==> src/verilog/wrwc_consts.svh <==
`ifndef WRWC_CONSTS_SVH
`define WRWC_CONSTS_SVH
// Clock and time bases
`define WRWC_CLK_MHZ 20
`define WRWC_CYC_PER_MS (`WRWC_CLK_MHZ * 1000)
// Watchdog periods and other timings in ms
`define WRWC_WD_P0_MS 10
`define WRWC_WD_P1_MS 45
`define WRWC_WD_P2_MS 100
`define WRWC_WD_P3_MS 350
`define WRWC_NREQ_MS 350
`define WRWC_RST_DUR_MS 15
`define WRWC_CYC_SENSE_MS 20
`define WRWC_FWU_MS 100
// Interrupt pulse in ns and its cycle count
`define WRWC_INT_PULSE_NS 10000
`define WRWC_INT_PULSE_CYC ((`WRWC_INT_PULSE_NS * `WRWC_CLK_MHZ) / 1000)
// High-side on time per cyclic sense period, cycles
`define WRWC_HS_ON_CYC 32'h0000_0040
// Serial frame: addr[7:5], write bit 4, data [3:0]
`define WRWC_SPI_BITS 4'h8
`define WRWC_ADDR_MCR 3'h0
`define WRWC_ADDR_WUR 3'h4
`define WRWC_ADDR_TIM 3'h5
`define WRWC_ADDR_LPC 3'h6
// Mode control data codes
`define WRWC_MCR_NORMAL 4'h1
`define WRWC_MCR_STANDBY 4'h2
`define WRWC_MCR_STOP 4'h3
`define WRWC_MCR_SLEEP 4'h4
// Timing subregister fields
`define WRWC_TIM_WIN_BIT 2
`define WRWC_TIM_WIN_RST 1'b0
// Low power control fields
`define WRWC_LPC_BIAS_BIT 3
`define WRWC_LPC_FWU_BIT 1
`define WRWC_LPC_AUTO_BIT 0
// Level sense codes per pair
`define WRWC_SENSE_HIGH 2'h1
`define WRWC_SENSE_LOW 2'h2
`define WRWC_SENSE_ANY 2'h3
// AXI4-Lite byte addresses and response codes
`define WRWC_REG_STATUS 4'h0
`define WRWC_REG_WAKE 4'h4
`define WRWC_REG_CONFIG 4'h8
`define WRWC_RESP_OKAY 2'h0
`define WRWC_RESP_SLVERR 2'h2
`endif

==> src/verilog/wrwc_pkg.sv <==
package wrwc_pkg;
  // Device operating modes, one-hot
  typedef enum logic [5:0] {
    WRWC_RESET   = 6'h01,
    WRWC_NREQ    = 6'h02,
    WRWC_NORMAL  = 6'h04,
    WRWC_STANDBY = 6'h08,
    WRWC_STOP    = 6'h10,
    WRWC_SLEEP   = 6'h20
  } wrwc_state_e;
endpackage : wrwc_pkg

==> src/verilog/wrwc_sync.sv <==
`timescale 1ns/1ps
module wrwc_sync #(
  parameter int W = 8,
  parameter logic [W-1:0] RST_VAL = '0
) (
  // Clock and reset
  input wire logic aclk,
  input wire logic aresetn,
  // Raw input and filtered output
  input wire logic [W-1:0] din,
  output logic [W-1:0] dout
);
  // Three stages; the first is read only by the second
  logic [W-1:0] s1_q;
  logic [W-1:0] s2_q;
  logic [W-1:0] s3_q;
  // Shift chain
  always_ff @(posedge aclk) begin
    if (!aresetn) begin
      s1_q <= RST_VAL;
      s2_q <= RST_VAL;
      s3_q <= RST_VAL;
    end else begin
      s1_q <= din;
      s2_q <= s1_q;
      s3_q <= s2_q;
    end
  end
  // Accept a bit once stages two and three agree
  genvar i;
  for (i = 0; i < W; i++) begin : g_agree
    always_ff @(posedge aclk) begin
      if (!aresetn) begin
        dout[i] <= RST_VAL[i];
      end else if (s2_q[i] == s3_q[i]) begin
        dout[i] <= s2_q[i];
      end
    end
  end
endmodule : wrwc_sync

==> src/verilog/wrwc_top.sv <==
`timescale 1ns/1ps
`include "wrwc_consts.svh"
module wrwc_top import wrwc_pkg::*; #(
  parameter int unsigned WD_P0_CYC = `WRWC_WD_P0_MS * `WRWC_CYC_PER_MS,
  parameter int unsigned WD_P1_CYC = `WRWC_WD_P1_MS * `WRWC_CYC_PER_MS,
  parameter int unsigned WD_P2_CYC = `WRWC_WD_P2_MS * `WRWC_CYC_PER_MS,
  parameter int unsigned WD_P3_CYC = `WRWC_WD_P3_MS * `WRWC_CYC_PER_MS,
  parameter int unsigned NREQ_CYC = `WRWC_NREQ_MS * `WRWC_CYC_PER_MS,
  parameter int unsigned RST_DUR_CYC = `WRWC_RST_DUR_MS * `WRWC_CYC_PER_MS,
  parameter int unsigned CYC_SENSE_CYC = `WRWC_CYC_SENSE_MS * `WRWC_CYC_PER_MS,
  parameter int unsigned FWU_CYC = `WRWC_FWU_MS * `WRWC_CYC_PER_MS
) (
  // Clock and reset
  input wire logic aclk,
  input wire logic aresetn,
  // Serial link from host
  input wire logic spi_sclk,
  input wire logic spi_cs_n,
  input wire logic spi_mosi,
  output logic spi_miso,
  output logic spi_miso_oe,
  // Supply and wake pins
  input wire logic vdd_ok,
  input wire logic [3:0] wake_inputs,
  input wire logic can_wake_event,
  // Host outputs
  output logic host_reset_n,
  output logic watchdog_fail_output_n,
  output logic int_n,
  output logic vreg_enable,
  output logic high_side_switch,
  // AXI4-Lite slave
  input wire logic [3:0] s_axi_awaddr,
  input wire logic s_axi_awvalid,
  output logic s_axi_awready,
  input wire logic [31:0] s_axi_wdata,
  input wire logic [3:0] s_axi_wstrb,
  input wire logic s_axi_wvalid,
  output logic s_axi_wready,
  output logic [1:0] s_axi_bresp,
  output logic s_axi_bvalid,
  input wire logic s_axi_bready,
  input wire logic [3:0] s_axi_araddr,
  input wire logic s_axi_arvalid,
  output logic s_axi_arready,
  output logic [31:0] s_axi_rdata,
  output logic [1:0] s_axi_rresp,
  output logic s_axi_rvalid,
  input wire logic s_axi_rready
);
  ////////////////////////////////////////////////////////////////////////
  // Input synchronisers and edges
  logic [7:0] sy; // Filtered pins
  logic sclk_p_q; // Previous filtered clock
  logic cs_p_q; // Previous filtered select
  logic can_p_q; // Previous CAN wake line
  wrwc_sync #(.W(8), .RST_VAL(8'h06)) u_sync (
    .aclk(aclk),
    .aresetn(aresetn),
    .din({can_wake_event, wake_inputs, vdd_ok, spi_cs_n, spi_sclk}),
    .dout(sy)
  );
  // Edge history
  always_ff @(posedge aclk) begin
    if (!aresetn) begin
      sclk_p_q <= 1'b0;
      cs_p_q <= 1'b1;
      can_p_q <= 1'b0;
    end else begin
      sclk_p_q <= sy[0];
      cs_p_q <= sy[1];
      can_p_q <= sy[7];
    end
  end
  wire sclk_rise = sy[0] & ~sclk_p_q;
  wire sclk_fall = ~sy[0] & sclk_p_q;
  wire cs_rise = sy[1] & ~cs_p_q;
  wire cs_fall = ~sy[1] & cs_p_q;
  wire vdd_good = sy[2];
  wire [3:0] lin = sy[6:3];
  wire can_rise = sy[7] & ~can_p_q;

  ////////////////////////////////////////////////////////////////////////
  // Serial receiver
  wrwc_state_e state_q, state_d;
  logic [7:0] rx_q; // Incoming frame
  logic [3:0] bits_q; // Bits received
  logic [7:0] tx_q; // Outgoing wake-up register image
  logic [3:0] flags_q; // Wake sources: inputs, CAN, select, forced
  logic spi_mosi_s; // Filtered serial data, aligned with the filtered clock
  // Shift on sclk edges while selected
  always_ff @(posedge aclk) begin
    if (!aresetn) begin
      rx_q <= 8'h00;
      bits_q <= 4'h0;
    end else if (cs_fall) begin
      bits_q <= 4'h0;
    end else if (!sy[1] && sclk_rise && bits_q != `WRWC_SPI_BITS) begin
      rx_q <= {rx_q[6:0], spi_mosi_s};
      bits_q <= bits_q + 4'h1;
    end
  end
  // Mosi is sampled from the filtered stage via a second instance
  wrwc_sync #(.W(1), .RST_VAL(1'b0)) u_mosi (
    .aclk(aclk),
    .aresetn(aresetn),
    .din(spi_mosi),
    .dout(spi_mosi_s)
  );
  // Miso shifts the wake-up register out, MSB first
  // input port readback
  always_ff @(posedge aclk) begin
    if (!aresetn) begin
      tx_q <= 8'h00;
      spi_miso <= 1'b0;
      spi_miso_oe <= 1'b0;
    end else begin
      spi_miso_oe <= ~sy[1];
      if (cs_fall) begin
        tx_q <= {lin, flags_q};
        spi_miso <= lin[3];
      end else if (!sy[1] && sclk_fall) begin
        tx_q <= {tx_q[6:0], 1'b0};
        spi_miso <= tx_q[6];
      end
    end
  end
  // Frame complete; commands are ignored in low power
  wire lowpower = (state_q == WRWC_STOP) || (state_q == WRWC_SLEEP);
  wire frame = cs_rise && bits_q == `WRWC_SPI_BITS && !lowpower;
  wire [2:0] f_addr = rx_q[7:5];
  wire f_wr = rx_q[4];
  wire [3:0] f_dat = rx_q[3:0];
  // timing subregister write is the trigger
  wire tim_wr = frame && f_wr && f_addr == `WRWC_ADDR_TIM;
  wire mcr_wr = frame && f_wr && f_addr == `WRWC_ADDR_MCR;
  wire lpc_wr = frame && f_wr && f_addr == `WRWC_ADDR_LPC;
  wire wur_wr = frame && f_wr && f_addr == `WRWC_ADDR_WUR;
  wire wur_rd = frame && !f_wr && f_addr == `WRWC_ADDR_WUR;

  ////////////////////////////////////////////////////////////////////////
  // Serial configuration registers
  logic win_timeout_q; // 0 window, 1 time-out
  logic [1:0] per_sel_q; // Period select
  logic bias_q, auto_q, fwu_q; // Low-power options
  logic [3:0] sense_q; // Pair sensitivities
  always_ff @(posedge aclk) begin
    if (!aresetn) begin
      win_timeout_q <= `WRWC_TIM_WIN_RST;
      per_sel_q <= 2'h0;
    end else if (tim_wr) begin
      win_timeout_q <= f_dat[`WRWC_TIM_WIN_BIT];
      per_sel_q <= f_dat[1:0];
    end
  end
  // Options are only writable outside low power
  // configured before low power
  always_ff @(posedge aclk) begin
    if (!aresetn) begin
      bias_q <= 1'b0;
      auto_q <= 1'b0;
      fwu_q <= 1'b0;
      sense_q <= 4'h0;
    end else begin
      if (lpc_wr) begin
        bias_q <= f_dat[`WRWC_LPC_BIAS_BIT];
        auto_q <= f_dat[`WRWC_LPC_AUTO_BIT];
        fwu_q <= f_dat[`WRWC_LPC_FWU_BIT];
      end
      if (wur_wr) begin
        sense_q <= f_dat;
      end
    end
  end
  // forced wake locks out cyclic sense
  wire cyclic = bias_q & auto_q & ~fwu_q;
  // direct wake when bias and auto cleared
  wire direct = ~bias_q & ~auto_q;

  ////////////////////////////////////////////////////////////////////////
  // Watchdog
  logic [31:0] wd_q; // Elapsed cycles in the period
  logic [31:0] per_cyc; // Selected period
  always_comb begin
    case (per_sel_q)
      2'h0: per_cyc = 32'(WD_P0_CYC);
      2'h1: per_cyc = 32'(WD_P1_CYC);
      2'h2: per_cyc = 32'(WD_P2_CYC);
      default: per_cyc = 32'(WD_P3_CYC);
    endcase
  end
  wire wd_active = state_q inside {WRWC_NORMAL, WRWC_STANDBY, WRWC_STOP};
  // closed window is the first half
  wire closed = !win_timeout_q && wd_q < {1'b0, per_cyc[31:1]};
  // closed-window service faults only in Normal and Standby, not in Stop
  wire early = wd_active && tim_wr && closed && state_q != WRWC_STOP;
  wire late = wd_active && wd_q >= per_cyc - 32'h1;
  wire wd_fault = early | late;
  always_ff @(posedge aclk) begin
    if (!aresetn) begin
      wd_q <= 32'h0;
    end else if (!wd_active || tim_wr) begin
      wd_q <= 32'h0;
    end else begin
      wd_q <= wd_q + 32'h1;
    end
  end
  // fail flag: set by a fault, cleared by a later service
  always_ff @(posedge aclk) begin
    if (!aresetn) begin
      watchdog_fail_output_n <= 1'b1;
    end else if (wd_fault) begin
      watchdog_fail_output_n <= 1'b0;
    end else if (tim_wr) begin
      watchdog_fail_output_n <= 1'b1;
    end
  end

  ////////////////////////////////////////////////////////////////////////
  // Wake detection
  logic [3:0] ref_q; // Input levels at low-power entry
  logic [31:0] lp_q; // Time spent in low power
  logic [3:0] hit; // Per-input wake condition
  logic can_wake_en_q; // Software CAN wake enable
  // one method for all, sense per pair
  genvar g;
  for (g = 0; g < 4; g++) begin : g_wake
    wire [1:0] s = sense_q[2*(g/2)+:2];
    assign hit[g] = (s == `WRWC_SENSE_HIGH && lin[g]) ||
                    (s == `WRWC_SENSE_LOW && !lin[g]) ||
                    (s == `WRWC_SENSE_ANY && lin[g] != ref_q[g]);
  end
  wire [31:0] cyc_ph = lp_q % 32'(CYC_SENSE_CYC);
  // high side on at the end of each sense period
  wire hs_on = cyclic && lowpower &&
               cyc_ph >= 32'(CYC_SENSE_CYC) - `WRWC_HS_ON_CYC;
  wire hs_sample = hs_on && cyc_ph == 32'(CYC_SENSE_CYC) - 32'h1;
  wire in_wake = lowpower && (|hit) && (direct || hs_sample);
  // CAN wake gated by its own enable
  wire can_wake = lowpower && can_wake_en_q && can_rise;
  wire cs_wake = lowpower && cs_rise;
  wire fwu_wake = lowpower && fwu_q && lp_q >= 32'(FWU_CYC) - 32'h1;
  wire wake = in_wake | can_wake | cs_wake | fwu_wake;
  // Low-power timer and reference capture
  always_ff @(posedge aclk) begin
    if (!aresetn) begin
      lp_q <= 32'h0;
      ref_q <= 4'h0;
    end else if (!lowpower) begin
      lp_q <= 32'h0;
      ref_q <= lin;
    end else begin
      lp_q <= lp_q + 32'h1;
    end
  end
  // sticky sources, set wins over the read clear
  always_ff @(posedge aclk) begin
    if (!aresetn) begin
      flags_q <= 4'h0;
    end else begin
      flags_q <= (wur_rd ? 4'h0 : flags_q) |
                 {fwu_wake, cs_wake, can_wake, in_wake};
    end
  end
  // Cyclic pulse to the high-side switch
  always_ff @(posedge aclk) begin
    if (!aresetn) begin
      high_side_switch <= 1'b0;
    end else begin
      high_side_switch <= hs_on;
    end
  end

  ////////////////////////////////////////////////////////////////////////
  // Mode state machine
  logic [31:0] mt_q; // Time in Reset or Normal Request
  always_comb begin
    state_d = state_q;
    case (state_q)
      // hold reset until supply good and duration spent
      WRWC_RESET: begin
        if (vdd_good && mt_q >= 32'(RST_DUR_CYC) - 32'h1) begin
          state_d = WRWC_NREQ;
        end
      end
      // unserviced Normal Request falls back to Reset
      WRWC_NREQ: begin
        if (tim_wr) begin
          state_d = WRWC_NORMAL;
        end else if (mt_q >= 32'(NREQ_CYC) - 32'h1) begin
          state_d = WRWC_RESET;
        end
      end
      WRWC_NORMAL, WRWC_STANDBY: begin
        if (mcr_wr && f_dat == `WRWC_MCR_NORMAL) begin
          state_d = WRWC_NORMAL;
        end else if (mcr_wr && f_dat == `WRWC_MCR_STANDBY) begin
          state_d = WRWC_STANDBY;
        end else if (mcr_wr && f_dat == `WRWC_MCR_STOP) begin
          state_d = WRWC_STOP;
        end else if (mcr_wr && f_dat == `WRWC_MCR_SLEEP) begin
          state_d = WRWC_SLEEP;
        end
      end
      // Stop wake goes to Normal Request
      WRWC_STOP: begin
        if (wake) begin
          state_d = WRWC_NREQ;
        end
      end
      WRWC_SLEEP: begin
        if (wake) begin
          state_d = WRWC_RESET;
        end
      end
      default: state_d = WRWC_RESET;
    endcase
    // undervoltage outside Sleep or watchdog fault forces Reset
    if ((!vdd_good && state_q != WRWC_SLEEP) || wd_fault) begin
      state_d = WRWC_RESET;
    end
  end
  // State and mode timer
  always_ff @(posedge aclk) begin
    if (!aresetn) begin
      state_q <= WRWC_RESET;
      mt_q <= 32'h0;
    end else begin
      state_q <= state_d;
      if (state_d != state_q || (state_q == WRWC_RESET && !vdd_good)) begin
        mt_q <= 32'h0;
      end else begin
        mt_q <= mt_q + 32'h1;
      end
    end
  end

  ////////////////////////////////////////////////////////////////////////
  // Host outputs
  logic [7:0] int_cnt_q; // Remaining interrupt pulse cycles
  // reset low in Reset and Sleep
  always_ff @(posedge aclk) begin
    if (!aresetn) begin
      host_reset_n <= 1'b0;
      vreg_enable <= 1'b1;
    end else begin
      host_reset_n <= !(state_d inside {WRWC_RESET, WRWC_SLEEP});
      vreg_enable <= state_d != WRWC_SLEEP;
    end
  end
  always_ff @(posedge aclk) begin
    if (!aresetn) begin
      int_cnt_q <= 8'h00;
      int_n <= 1'b1;
    end else begin
      if (state_q == WRWC_STOP && state_d == WRWC_NREQ) begin
        int_cnt_q <= 8'(`WRWC_INT_PULSE_CYC);
      end else if (int_cnt_q != 8'h00) begin
        int_cnt_q <= int_cnt_q - 8'h01;
      end
      int_n <= !(int_cnt_q != 8'h00);
    end
  end

  ////////////////////////////////////////////////////////////////////////
  // AXI4-Lite slave
  logic aw_h_q, w_h_q; // Address and data taken
  logic [3:0] aw_a_q; // Held write address
  logic [31:0] w_d_q; // Held write data
  logic w_s_q; // Held lane 0 strobe
  // Capture address and data in either order
  always_ff @(posedge aclk) begin
    if (!aresetn) begin
      aw_h_q <= 1'b0;
      w_h_q <= 1'b0;
      aw_a_q <= 4'h0;
      w_d_q <= 32'h0;
      w_s_q <= 1'b0;
    end else if (aw_h_q && w_h_q) begin
      aw_h_q <= 1'b0;
      w_h_q <= 1'b0;
    end else begin
      if (s_axi_awvalid && s_axi_awready) begin
        aw_h_q <= 1'b1;
        aw_a_q <= s_axi_awaddr;
      end
      if (s_axi_wvalid && s_axi_wready) begin
        w_h_q <= 1'b1;
        w_d_q <= s_axi_wdata;
        w_s_q <= s_axi_wstrb[0];
      end
    end
  end
  assign s_axi_awready = !aw_h_q && !s_axi_bvalid;
  assign s_axi_wready = !w_h_q && !s_axi_bvalid;
  // Write execute and response
  always_ff @(posedge aclk) begin
    if (!aresetn) begin
      can_wake_en_q <= 1'b0;
      s_axi_bvalid <= 1'b0;
      s_axi_bresp <= `WRWC_RESP_OKAY;
    end else if (aw_h_q && w_h_q) begin
      s_axi_bvalid <= 1'b1;
      if (aw_a_q == `WRWC_REG_CONFIG) begin
        s_axi_bresp <= `WRWC_RESP_OKAY;
        if (w_s_q) begin
          can_wake_en_q <= w_d_q[0];
        end
      end else if (aw_a_q == `WRWC_REG_STATUS || aw_a_q == `WRWC_REG_WAKE) begin
        s_axi_bresp <= `WRWC_RESP_OKAY;
      end else begin
        s_axi_bresp <= `WRWC_RESP_SLVERR;
      end
    end else if (s_axi_bready) begin
      s_axi_bvalid <= 1'b0;
    end
  end
  assign s_axi_arready = !s_axi_rvalid;
  // Read path, one cycle after the address
  always_ff @(posedge aclk) begin
    if (!aresetn) begin
      s_axi_rvalid <= 1'b0;
      s_axi_rdata <= 32'h0;
      s_axi_rresp <= `WRWC_RESP_OKAY;
    end else if (s_axi_arvalid && s_axi_arready) begin
      s_axi_rvalid <= 1'b1;
      s_axi_rresp <= `WRWC_RESP_OKAY;
      if (s_axi_araddr == `WRWC_REG_STATUS) begin
        s_axi_rdata <= {20'h0, watchdog_fail_output_n, host_reset_n,
                        win_timeout_q, per_sel_q[0], state_q, 2'b0} >> 2;
      end else if (s_axi_araddr == `WRWC_REG_WAKE) begin
        s_axi_rdata <= {24'h0, lin, flags_q};
      end else if (s_axi_araddr == `WRWC_REG_CONFIG) begin
        s_axi_rdata <= {31'h0, can_wake_en_q};
      end else begin
        s_axi_rdata <= 32'h0;
        s_axi_rresp <= `WRWC_RESP_SLVERR;
      end
    end else if (s_axi_rready) begin
      s_axi_rvalid <= 1'b0;
    end
  end
endmodule : wrwc_top

==> config.mk <==
export PLATFORM = sky130hd
export DESIGN_NAME = wrwc_top
export DESIGN_NICKNAME = d
export VERILOG_FILES = /design/src/verilog/wrwc_pkg.sv /design/src/verilog/wrwc_sync.sv /design/src/verilog/wrwc_top.sv
export VERILOG_INCLUDE_DIRS = /design/src /design/src/verilog
export SDC_FILE = /design/constraint.sdc
export NUM_CORES = 1
export LEC_CHECK = 0
export BUFFER_PORTS_ARGS = -buffer_cell sky130_fd_sc_hd__buf_2
export CAP_MARGIN = 25
export CORE_ASPECT_RATIO = 1.25
export CORE_UTILIZATION = 40
export CTS_CLUSTER_SIZE = 28
export DETAILED_ROUTE_END_ITERATION = 8
export HOLD_SLACK_MARGIN = 0.06
export MAX_ROUTING_LAYER = met4
export PLACE_DENSITY = 0.54
export SYNTH_ARGS = -nofsm -noshare
export SYNTH_HDL_FRONTEND = slang
export SYNTH_SLANG_ARGS = --single-unit
export TNS_END_PERCENT = 10
==> constraint.sdc <==
create_clock -name aclk -period 16.1 [get_ports aclk]
set_input_delay 1.61 -clock aclk [delete_from_list [all_inputs] [get_ports aclk]]
set_output_delay 1.61 -clock aclk [all_outputs]
set_load 0.05 [all_outputs]
==> results of run 1 <==
[registers in the layout, summed over array words and instances (netlist names), 2 cells and up]
register,count
lp_q,32
mt_q,32
wd_q,32
s_axi_rdata,10
int_cnt_q,8
rx_q,8
u_sync.dout,8
u_sync.s1_q,8
u_sync.s2_q,8
u_sync.s3_q,8
tx_q,7
state_q,6
aw_a_q,4
bits_q,4
flags_q,4
ref_q,4
sense_q,4
per_sel_q,2
[kinds of logic (layout without fill, tap and decap cells)]
logic type      Yosys count  in the layout
flops                   216            216
other cells               2             25
mux                      87             87
xor+xnor                167            167
buf+inv                 222            400
simple gates           1069           1069
compound gates          774            774
fa+ha+maj                60             60
[report_power, final]
group | internal, mW | leakage [nW] | switching (mW)
logic | 0.0354 | 6.40 | 0.0618
registers | 0.551 | 1.75 | 0.0114
clock network | 0.334 | 0.403 | 0.237
[worst max path at each step]
stage | depth (start not counted) | slack (ns) | to
2_1_floorplan | 56 | 2.44 | mt_q[10]
3_3_place_gp | 50 | 0.53 | mt_q[28]
3_5_place_dp | 51 | 0.28 | mt_q[3]
4_1_cts | 51 | 0.20 | mt_q[3]
5_1_grt | 54 | -0.05 | host_reset_n
6_report | 53 | 0.83 | mt_q[3]
[critical path, delay by kind of cell (launching register included)]
kind                   cells  cell delay, ns
and+or+nand+nor           10            2.84
AOI/OAI and AO/OA         31            8.83
DFF                        1            0.43
muxes                      3            1.20
buffers and inverters      9            1.76
[cell type report]
type | instances | area share (%)
inverter | 51 | 0.828
clock buffer | 28 | 2.74
tap | 644 | 3.48
multi-input combinational | 2182 | 63.7
clock inverter | 14 | 0.768
sequential | 216 | 18.7
timing repair buffer | 307 | 9.74
[per-stage QoR]
step | utilization [%] | TNS, ns
final | 47.5 | 0
after detailed placement | 45.2 | 0
after CTS | 46.9 | 0
after global routing | 47.5 | -0.282
after global placement | 45.2 | 0
after floorplan | - | 0
[repair_timing]
item | in CTS | in global routing
setup buffers | 0 | 11
resized for setup | 0 | 43
endpoints found under the setup margin | 0 | 48
[metal layers]
layer	global-route usage (%)	share of wire [%]	up-vias
met5	-	0	-
met4	5.82	2.2	0
met3	1.28	2.5	93
met2	41.2	51	340
met1	26.5	44	9461
li1	-	-	10029
[synth_stat cells (all sizes together), types with 42 or more instances]
| cell type | n | area (um^2) |
|---|---|---|
| xor2 | 72 | 638 |
| mux2i | 70 | 704 |
| nand2 | 242 | 921 |
| dfxtp | 216 | 4320 |
| a21oi | 152 | 798 |
| nor3 | 88 | 445 |
| o211ai | 67 | 537 |
| a2111oi | 46 | 628 |
| buf | 90 | 592 |
| a211oi | 48 | 388 |
| inv | 48 | 180 |
| nand4 | 42 | 275 |
| o21ai | 143 | 749 |
| nand3 | 108 | 541 |
| xnor2 | 95 | 855 |
| ha | 52 | 651 |
| and2 | 55 | 344 |
| nor2 | 306 | 1160 |
| clkbuf | 77 | 289 |
[cells in the final DEF (no fill, tap or decap), drive strengths merged, types with 16 or more instances in the layout]
cell type	instances
buf	307
nor2	306
nand2	242
dfxtp	216
a21oi	152
o21ai	143
nand3	108
xnor2	95
nor3	88
xor2	72
mux2i	70
o211ai	67
and2	55
ha	52
inv	52
a211oi	48
a2111oi	46
nand4	42
and3	35
nand2b	33
nor4	31
a31oi	28
clkbuf	28
a21o	27
nor2b	26
conb	25
o21a	25
or2	21
or3	20
o31ai	19
o22ai	18
mux2	17
or4	16
==> qor.txt, run 1 <==
STA
---------------------------------------------------------------------------------
Final number of setup-violating endpoints ..........................            0
Shortest period the worst path allows ..............................     15.27 ns
Minimum hold slack .................................................     0.400 ns
Hold Fails Final Rpt ...............................................            0
Headroom to the max-slew limit .....................................        31.3%
Final Slew Violations ..............................................            0
Worst path setup slack after routing ...............................     0.831 ns
Worst slew pin tran ................................................      1.03 ns
Final critical-path share of the clock period ......................        94.8%
Skew final .........................................................    0.0178 ns
Highest attainable clock frequency .................................     65.5 MHz

POWER
---------------------------------------------------------------------------------
Total power per unit cell area ..................................... 53.2 mW/mm^2
Leakage power ......................................................      8.56 nW
Worst voltage drop across the vdd grid .............................    0.0967 mV
Power after layout .................................................      1.23 mW

ROUTING
---------------------------------------------------------------------------------
Detailed-routing iteration count for the pre-antenna-repair pass ...            5
Post-route ant nets ................................................            0
Number of remaining DRC errors .....................................            0
Post-DR wirelength/cell ............................................      16.5 um
Routed wire length .................................................      56.7 mm
Via count of the routed design .....................................        19923
Via density ........................................................         5.79
1st-iter DRT viols .................................................         1234

FLOORPLANNING
---------------------------------------------------------------------------------
Die height .........................................................       251 um
Placeable Area .....................................................  0.0486 mm^2
Die footprint ......................................................  0.0505 mm^2
Total number of placement rows .....................................           90
Die Wd .............................................................       201 um
Ports ..............................................................          108
Starting utilization of the core area ..............................        40.8%

GLOBAL ROUTING
---------------------------------------------------------------------------------
Overflow left after global routing .................................            0
Vias in the first global route .....................................        18992
Initial antenna violation count ....................................            0
Maximum number of pins on one net before global-route repair .......           72
Overall track demand over capacity in global routing ...............        22.5%
Global-route wire length before repair .............................      94.9 mm

PLACE
---------------------------------------------------------------------------------
GPL Wtd Cong .......................................................        0.910
Placed Instances ...................................................         3389
Pre-CTS setup slack ................................................     0.278 ns
Buffers on Ports ...................................................           49
Area post-placement ................................................  0.0220 mm^2
HPWL after detailed placement ......................................      43.2 mm

LAYOUT
---------------------------------------------------------------------------------
Share of layout cells above drive strength 1 .......................        19.0%
Cell Count, Final, Fillers Out .....................................         3442
Synth-to-Final Area Change .........................................        16.6%
Reg area ........................................................... 0.00433 mm^2
Area occupied by multi-input gates .................................  0.0147 mm^2
Post-route cell area ...............................................  0.0231 mm^2
Fill cell total of the finished layout .............................         4910
Antenna cell count .................................................            0
Final #Nets ........................................................         2893

CRITICAL PATH
---------------------------------------------------------------------------------
Cell repeated most along the worst path ............................        buf_4
Required time reported for the critical path endpoint ..............     16.46 ns
Startpoint of the worst register-to-register path ..................     lp_q[29]
Type of origin of the critical path ................................     register
Kind of critical path .............................................. register to register
Critical path arrival ..............................................     15.63 ns
Endpoint of the worst register-to-register path ....................      mt_q[3]
Highest fanout seen on the critical path ...........................           19
Worst-case reg-to-reg path depth ...................................           53
Worst setup slack for register-to-register paths ...................      0.83 ns
Sort of element at the end of the critical path ....................     register
Cell with the biggest individual delay on the critical path ........        or4_1
Critical Path Source ...............................................     lp_q[29]
Max stage delay on crit path .......................................      0.69 ns

SYNTH
---------------------------------------------------------------------------------
Cell variety after synth ...........................................          133
Leading register cell type out of synthesis ........................      dfxtp_1
Synthesis Warnings .................................................            0
Adder-cell share of the synthesized area ...........................        3.68%
Post-synthesis xor/xnor area fraction ..............................        7.52%
Portion of netlist area occupied by mux cells ......................        4.55%
Synthesized netlist cell count .....................................         2597
Synth Area in Compound Gates .......................................        30.1%
Fraction of synthesis flops using an asynchronous set or reset pin .           0%
Cell area after synthesis ..........................................  0.0198 mm^2
Syn avg cell area ..................................................    7.64 um^2
EDFF count, synth ..................................................            0
Synth Register Bits ................................................          216
Seq/Total Area, Yosys ..............................................        21.8%
Simple-gate share of the synthesized area ..........................        26.7%
Combinational family with the most area after synthesis ............ compound AO/OA/AOI/OAI gates

HOLD PATH
---------------------------------------------------------------------------------
Worst min-delay path category ...................................... register to register
Hold Path Depth ....................................................            1
Terminating pin of the worst hold path ............................. u_sync.s2_q[2]
HP Start ........................................................... u_sync.s1_q[2]

CTS
---------------------------------------------------------------------------------
Num Clock Sinks ....................................................          216
Number of buffers created by CTS ...................................           23
Clock network latency to the later pin of the worst-skew pair ......      0.54 ns
TritonCTS clock tree ...............................................          yes
Maximum clock path buffer count ....................................            3
CTS root buffer ....................................................    clkbuf_16
Clock Pin Slew Worst Setup and Hold Paths ..........................      0.07 ns
CTS H-tree lvls ....................................................            1
Total of hold buffers inserted after clock tree synthesis ..........            0

FLOW RUN
---------------------------------------------------------------------------------
Number of max-cap violations .......................................            0

RUN STATUS
---------------------------------------------------------------------------------
Run status ......................................................... complete, no violations

Note: power is estimated with default switching activity, not from simulation.
==> run 2: changes to the inputs <==
--- a/config.mk
+++ b/config.mk
@@ -6,15 +6,15 @@
 export SDC_FILE = /design/constraint.sdc
 export NUM_CORES = 1
 export LEC_CHECK = 0
-export BUFFER_PORTS_ARGS = -buffer_cell sky130_fd_sc_hd__buf_2
 export CAP_MARGIN = 25
 export CORE_ASPECT_RATIO = 1.25
 export CORE_UTILIZATION = 40
 export CTS_CLUSTER_SIZE = 28
 export DETAILED_ROUTE_END_ITERATION = 8
+export DONT_BUFFER_PORTS = 1
 export HOLD_SLACK_MARGIN = 0.06
 export MAX_ROUTING_LAYER = met4
-export PLACE_DENSITY = 0.54
+export PLACE_DENSITY = 0.52
 export SYNTH_ARGS = -nofsm -noshare
 export SYNTH_HDL_FRONTEND = slang
 export SYNTH_SLANG_ARGS = --single-unit
==> qor.txt, run 2 (same netlist as run 1, synthesis figures left out) <==
RUN STATUS
-------------------------------------------------------------------------------
Run status ....................................................... complete, no violations

PLACE
-------------------------------------------------------------------------------
Pre-CTS setup slack ..............................................     0.392 ns
GPL Wtd Cong .....................................................        0.897
HPWL after detailed placement ....................................      42.5 mm
Buffers on Ports .................................................            0

CTS
-------------------------------------------------------------------------------
CTS root buffer ..................................................    clkbuf_16
Clock network latency to the later pin of the worst-skew pair ....      0.53 ns
Maximum clock path buffer count ..................................            3
Total of hold buffers inserted after clock tree synthesis ........            0
Num Clock Sinks ..................................................          216
CTS H-tree lvls ..................................................            1
TritonCTS clock tree .............................................          yes
Number of buffers created by CTS .................................           23
Clock Pin Slew Worst Setup and Hold Paths ........................      0.06 ns

CRITICAL PATH
-------------------------------------------------------------------------------
Cell with the biggest individual delay on the critical path ......      o21ai_1
Kind of critical path ............................................ register to register
Max stage delay on crit path .....................................      0.51 ns
Required time reported for the critical path endpoint ............     16.48 ns
Sort of element at the end of the critical path ..................     register
Highest fanout seen on the critical path .........................           13
Cell repeated most along the worst path ..........................        buf_4
Critical path arrival ............................................     15.55 ns
Type of origin of the critical path ..............................     register

LAYOUT
-------------------------------------------------------------------------------
Synth-to-Final Area Change .......................................        13.2%
Leading cell types in the layout, fill and taps excluded ......... nor2_1, nand2_1, dfxtp_1
Reg area ......................................................... 0.00433 mm^2
Antenna cell count ...............................................            0
Area occupied by multi-input gates ...............................  0.0147 mm^2
Final #Nets ......................................................         2800
Share of layout cells above drive strength 1 .....................        16.0%
Fill cell total of the finished layout ...........................         4963
Regs by FF count ................................................. lp_q (32), mt_q (32), wd_q (32)
Commonest non-fill, non-tap cell in the layout ...................       nor2_1

ROUTING
-------------------------------------------------------------------------------
Routed wire length ...............................................      56.8 mm
Detailed-routing iteration count for the pre-antenna-repair pass .            7
Post-DR wirelength/cell ..........................................      17.0 um
1st-iter DRT viols ...............................................         1216
Post-route ant nets ..............................................            0
Via density ......................................................         5.87
Number of remaining DRC errors ...................................            0
Via count of the routed design ...................................        19649

STA
-------------------------------------------------------------------------------
Worst slew pin tran ..............................................      1.05 ns
Shortest period the worst path allows ............................     15.17 ns
Final number of setup-violating endpoints ........................            0
Headroom to the max-slew limit ...................................        29.7%
Skew final .......................................................    0.0124 ns
Final critical-path share of the clock period ....................        94.2%
Highest attainable clock frequency ...............................     65.9 MHz
Hold Fails Final Rpt .............................................            0
Worst path setup slack after routing .............................     0.929 ns
Final Slew Violations ............................................            0

FLOORPLANNING
-------------------------------------------------------------------------------
Ports ............................................................          108
Die height .......................................................       251 um
Placeable Area ...................................................  0.0486 mm^2
Starting utilization of the core area ............................        40.8%
Total number of placement rows ...................................           90
Die footprint ....................................................  0.0505 mm^2
Die Wd ...........................................................       201 um

POWER
-------------------------------------------------------------------------------
Clock power share ................................................        45.5%
Total power per unit cell area ................................... 53.3 mW/mm^2
Fraction of power consumed by combinational cells ................         7.0%
Worst voltage drop across the vdd grid ...........................    0.0887 mV
Cell-internal power ..............................................     0.897 mW
Switching Fraction ...............................................        25.0%
Power after layout ...............................................      1.20 mW
Leakage power ....................................................      8.09 nW
Switching component of the power .................................     0.299 mW
Sequential power share ...........................................        47.5%

GLOBAL ROUTING
-------------------------------------------------------------------------------
Met3 track utilization from global routing .......................        1.46%
Met1 layer usage reported by global route ........................        27.3%
Overflow left after global routing ...............................            0
Global-route wire length before repair ...........................      95.0 mm
Initial antenna violation count ..................................            0
Vias in the first global route ...................................        18727
Most used routing layer ..........................................         met2
Maximum number of pins on one net before global-route repair .....           72
Overall track demand over capacity in global routing .............        22.5%
Met2 track utilization from global routing .......................        40.2%

HOLD PATH
-------------------------------------------------------------------------------
Worst min-delay path category .................................... register to register

FLOW RUN
-------------------------------------------------------------------------------
Number of max-cap violations .....................................            0

run 2: cell count changes in the layout (fill, tap and decap cells not counted), moves of 3 or more:
cell and delta:
clkinv_2 -4, buf_12 +3, buf_4 -48, buf_2 -49, xor2_2 +3
run 2: area by class of cell:
class,count,share of cell area (%)
Tap cell,644,3.59
Sequential cell,216,19.3
Timing Repair Buffer,214,7.58
Multi-Input combinational cell,2182,65.3
Clock buffer,30,2.86
Inverter,51,0.852
Clock inverter,9,0.524
run 2: path summary, 6_finish.rpt:
kind | end | slack (ns) | cells after the start | start
worst max-delay path | int_cnt_q[7] | 0.93 | 58 | lp_q[29]
worst min-delay path | u_sync.s2_q[2] | 0.41 | 1 | u_sync.s1_q[2]
worst min register to register | u_sync.s2_q[2] | 0.41 | 1 | u_sync.s1_q[2]
worst max register to register | int_cnt_q[7] | 0.93 | 58 | lp_q[29]
run 2: what timing repair did:
action / CTS / global route
resized for setup: 0 / 32
setup buffers: 0 / 16
setup endpoints to repair: 0 / 48
run 2: critical path: cells and delay by family (launching register included):
family	cells	cell delay, ns
multiplexers	3	0.94
AND/OR/NAND/NOR	9	2.42
buffers and inverters	12	2.13
AO/OA/AOI/OAI	34	9.08
flip-flops	1	0.41
run 2: per-layer routing:
layer / part of all wire [%] / wire length [um] / up-vias
met5: 0 / 0 / -
met4: 2.1 / 1210 / 0
met3: 2.7 / 1550 / 97
met2: 51 / 28900 / 369
met1: 44 / 25100 / 9328
li1: - / - / 9855
run 2: power groups by stage:
stage | Combinational, mW | Clock [mW] | Sequential [mW]
2_1_floorplan | 0.0815 | 0 | 0.577
3_3_place_gp | 0.0821 | 0 | 0.580
3_5_place_dp | 0.0832 | 0 | 0.580
4_1_cts | 0.0837 | 0.563 | 0.568
5_1_grt | 0.0943 | 0.579 | 0.570
6_report | 0.0838 | 0.544 | 0.568
run 2: per-stage QoR:
stage               hold WS, ns  instances  utilization (%)  TNS (ns)  instance area, um^2
finish                    0.409       3346             46.2         0                22500
global route              0.435       3346             46.2    -0.148                22500
CTS                       0.415       3329             45.6         0                22200
detailed placement        0.399       3290             44.0         0                21400
global placement          0.396       3289             44.0         0                21400
floorplan                 0.386       2620                -         0                19900
==> run 3: changes to the inputs <==
--- a/config.mk
+++ b/config.mk
@@ -15,6 +15,7 @@
 export HOLD_SLACK_MARGIN = 0.06
 export MAX_ROUTING_LAYER = met4
 export PLACE_DENSITY = 0.52
+export RECOVER_POWER = 100
 export SYNTH_ARGS = -nofsm -noshare
 export SYNTH_HDL_FRONTEND = slang
 export SYNTH_SLANG_ARGS = --single-unit
==> qor.txt, run 3 (same netlist as run 1, synthesis figures left out) <==
CRITICAL PATH
----------------------------------------------------------------------------------------
Kind of critical path ..................................................... register to register
Type of origin of the critical path .......................................     register
Sort of element at the end of the critical path ...........................     register
Cell with the biggest individual delay on the critical path ...............      o21ai_1
Highest fanout seen on the critical path ..................................           13
Category of cells accounting for the largest share of critical-path delay . compound AO/OA/AOI/OAI gates
Critical path arrival .....................................................     15.56 ns
Cell repeated most along the worst path ...................................        buf_4
Required time reported for the critical path endpoint .....................     16.48 ns
Max stage delay on crit path ..............................................      0.50 ns
Bufs and invs on worst path ...............................................           13

LAYOUT
----------------------------------------------------------------------------------------
Commonest non-fill, non-tap cell in the layout ............................       nor2_1
Final #Nets ...............................................................         2800
Share of layout cells above drive strength 1 ..............................        15.8%
Fill cell total of the finished layout ....................................         4963
Synth-to-Final Area Change ................................................        13.1%
Regs by FF count .......................................................... lp_q (32), mt_q (32), wd_q (32)
Leading cell types in the layout, fill and taps excluded .................. nor2_1, nand2_1, dfxtp_1
Antenna cell count ........................................................            0

STA
----------------------------------------------------------------------------------------
Hold Fails Final Rpt ......................................................            0
Minimum hold slack ........................................................     0.409 ns
Final number of setup-violating endpoints .................................            0
Headroom to the max-slew limit ............................................        6.49%
Shortest period the worst path allows .....................................     15.18 ns
Worst slew pin tran .......................................................      1.40 ns
Skew final ................................................................    0.0123 ns
Accumulated negative setup slack ..........................................         0 ns
Final critical-path share of the clock period .............................        94.3%
Highest attainable clock frequency ........................................     65.9 MHz
Final Slew Violations .....................................................            0

FLOORPLANNING
----------------------------------------------------------------------------------------
Placeable Area ............................................................  0.0486 mm^2
Starting utilization of the core area .....................................        40.8%
Ports .....................................................................          108
Die Wd ....................................................................       201 um
Die height ................................................................       251 um
Die footprint .............................................................  0.0505 mm^2
Total number of placement rows ............................................           90

ROUTING
----------------------------------------------------------------------------------------
Number of remaining DRC errors ............................................            0
1st-iter DRT viols ........................................................         1212
Via count of the routed design ............................................        19642
Routed wire length ........................................................      56.7 mm
Post-DR wirelength/cell ...................................................      16.9 um
Post-route ant nets .......................................................            0
Via density ...............................................................         5.87
Detailed-routing iteration count for the pre-antenna-repair pass ..........            6

CTS
----------------------------------------------------------------------------------------
Clock Pin Slew Worst Setup and Hold Paths .................................      0.06 ns
Total of hold buffers inserted after clock tree synthesis .................            0
CTS root buffer ...........................................................    clkbuf_16
Clock network latency to the later pin of the worst-skew pair .............      0.53 ns
CTS H-tree lvls ...........................................................            1
Num Clock Sinks ...........................................................          216
Maximum clock path buffer count ...........................................            3
Number of buffers created by CTS ..........................................           23
TritonCTS clock tree ......................................................          yes

POWER
----------------------------------------------------------------------------------------
Worst voltage drop across the vdd grid ....................................    0.0883 mV
Switching Fraction ........................................................        24.9%
Leakage power .............................................................      8.07 nW
Total power per unit cell area ............................................ 53.2 mW/mm^2
Clock power share .........................................................        45.4%
Sequential power share ....................................................        47.5%
Fraction of power consumed by combinational cells .........................         7.0%
Cell-internal power .......................................................     0.897 mW
Switching component of the power ..........................................     0.298 mW

PLACE
----------------------------------------------------------------------------------------
GPL Wtd Cong ..............................................................        0.897
HPWL after detailed placement .............................................      42.5 mm
Buffers on Ports ..........................................................            0

GLOBAL ROUTING
----------------------------------------------------------------------------------------
Initial antenna violation count ...........................................            0
Maximum number of pins on one net before global-route repair ..............           72
Vias in the first global route ............................................        18727
Overflow left after global routing ........................................            0
Global-route wire length before repair ....................................      95.0 mm
Overall track demand over capacity in global routing ......................        22.5%

HOLD PATH
----------------------------------------------------------------------------------------
Worst min-delay path category ............................................. register to register

RUN STATUS
----------------------------------------------------------------------------------------
Run status ................................................................ complete, no violations

FLOW RUN
----------------------------------------------------------------------------------------
Number of max-cap violations ..............................................            0

[run 3: path summary, 6_finish.rpt]
check / startpoint / endpoint / slack [ns] / depth (start not counted)
worst max-delay path: lp_q[29] / int_cnt_q[7] / 0.92 / 59
worst min-delay path: u_sync.s1_q[2] / u_sync.s2_q[2] / 0.41 / 1
worst min register to register: u_sync.s1_q[2] / u_sync.s2_q[2] / 0.41 / 1
worst max register to register: lp_q[29] / int_cnt_q[7] / 0.92 / 59
[run 3: power by group through the flow]
stage	sequential [mW]	combinational, mW	clock [mW]
3_5_place_dp	0.580	0.0832	0
6_report	0.568	0.0838	0.543
4_1_cts	0.568	0.0837	0.563
3_3_place_gp	0.580	0.0821	0
2_1_floorplan	0.577	0.0815	0
5_1_grt	0.570	0.0942	0.579
[run 3: timing repair]
action | in CTS | in global routing
buffers inserted | 0 | 16
endpoints found under the setup margin | 0 | 48
endpoints found under the hold margin | 0 | 0
gates resized for setup | 0 | 32
[run 3: area by class of cell]
type / instances / area, um^2 / area share [%]
clock buffer: 30 / 642 / 2.86
clock inverter: 9 / 118 / 0.524
inverter: 51 / 191 / 0.853
multi-input combinational: 2182 / 14700 / 65.4
sequential: 216 / 4330 / 19.3
tap: 644 / 806 / 3.59
timing repair buffer: 214 / 1690 / 7.51
[run 3: through the flow]
step | utilization (%) | power (mW) | setup WS [ns] | instances | instance area, um^2
floorplan | - | 0.659 | 2.44 | 2620 | 19900
global placement | 44.0 | 0.662 | 0.639 | 3289 | 21400
detailed placement | 44.0 | 0.663 | 0.392 | 3290 | 21400
CTS | 45.6 | 1.22 | 0.369 | 3329 | 22200
global route | 46.1 | 1.24 | -0.0662 | 3346 | 22400
finish | 46.1 | 1.20 | 0.925 | 3346 | 22400
[run 3: per-layer routing]
layer,vias to the layer above,track usage (%),part of all wire [%]
li1,9857,-,-
met1,9316,27.3,44
met2,369,40.2,51
met3,100,1.46,2.7
met4,0,6.06,2.2
met5,-,-,0
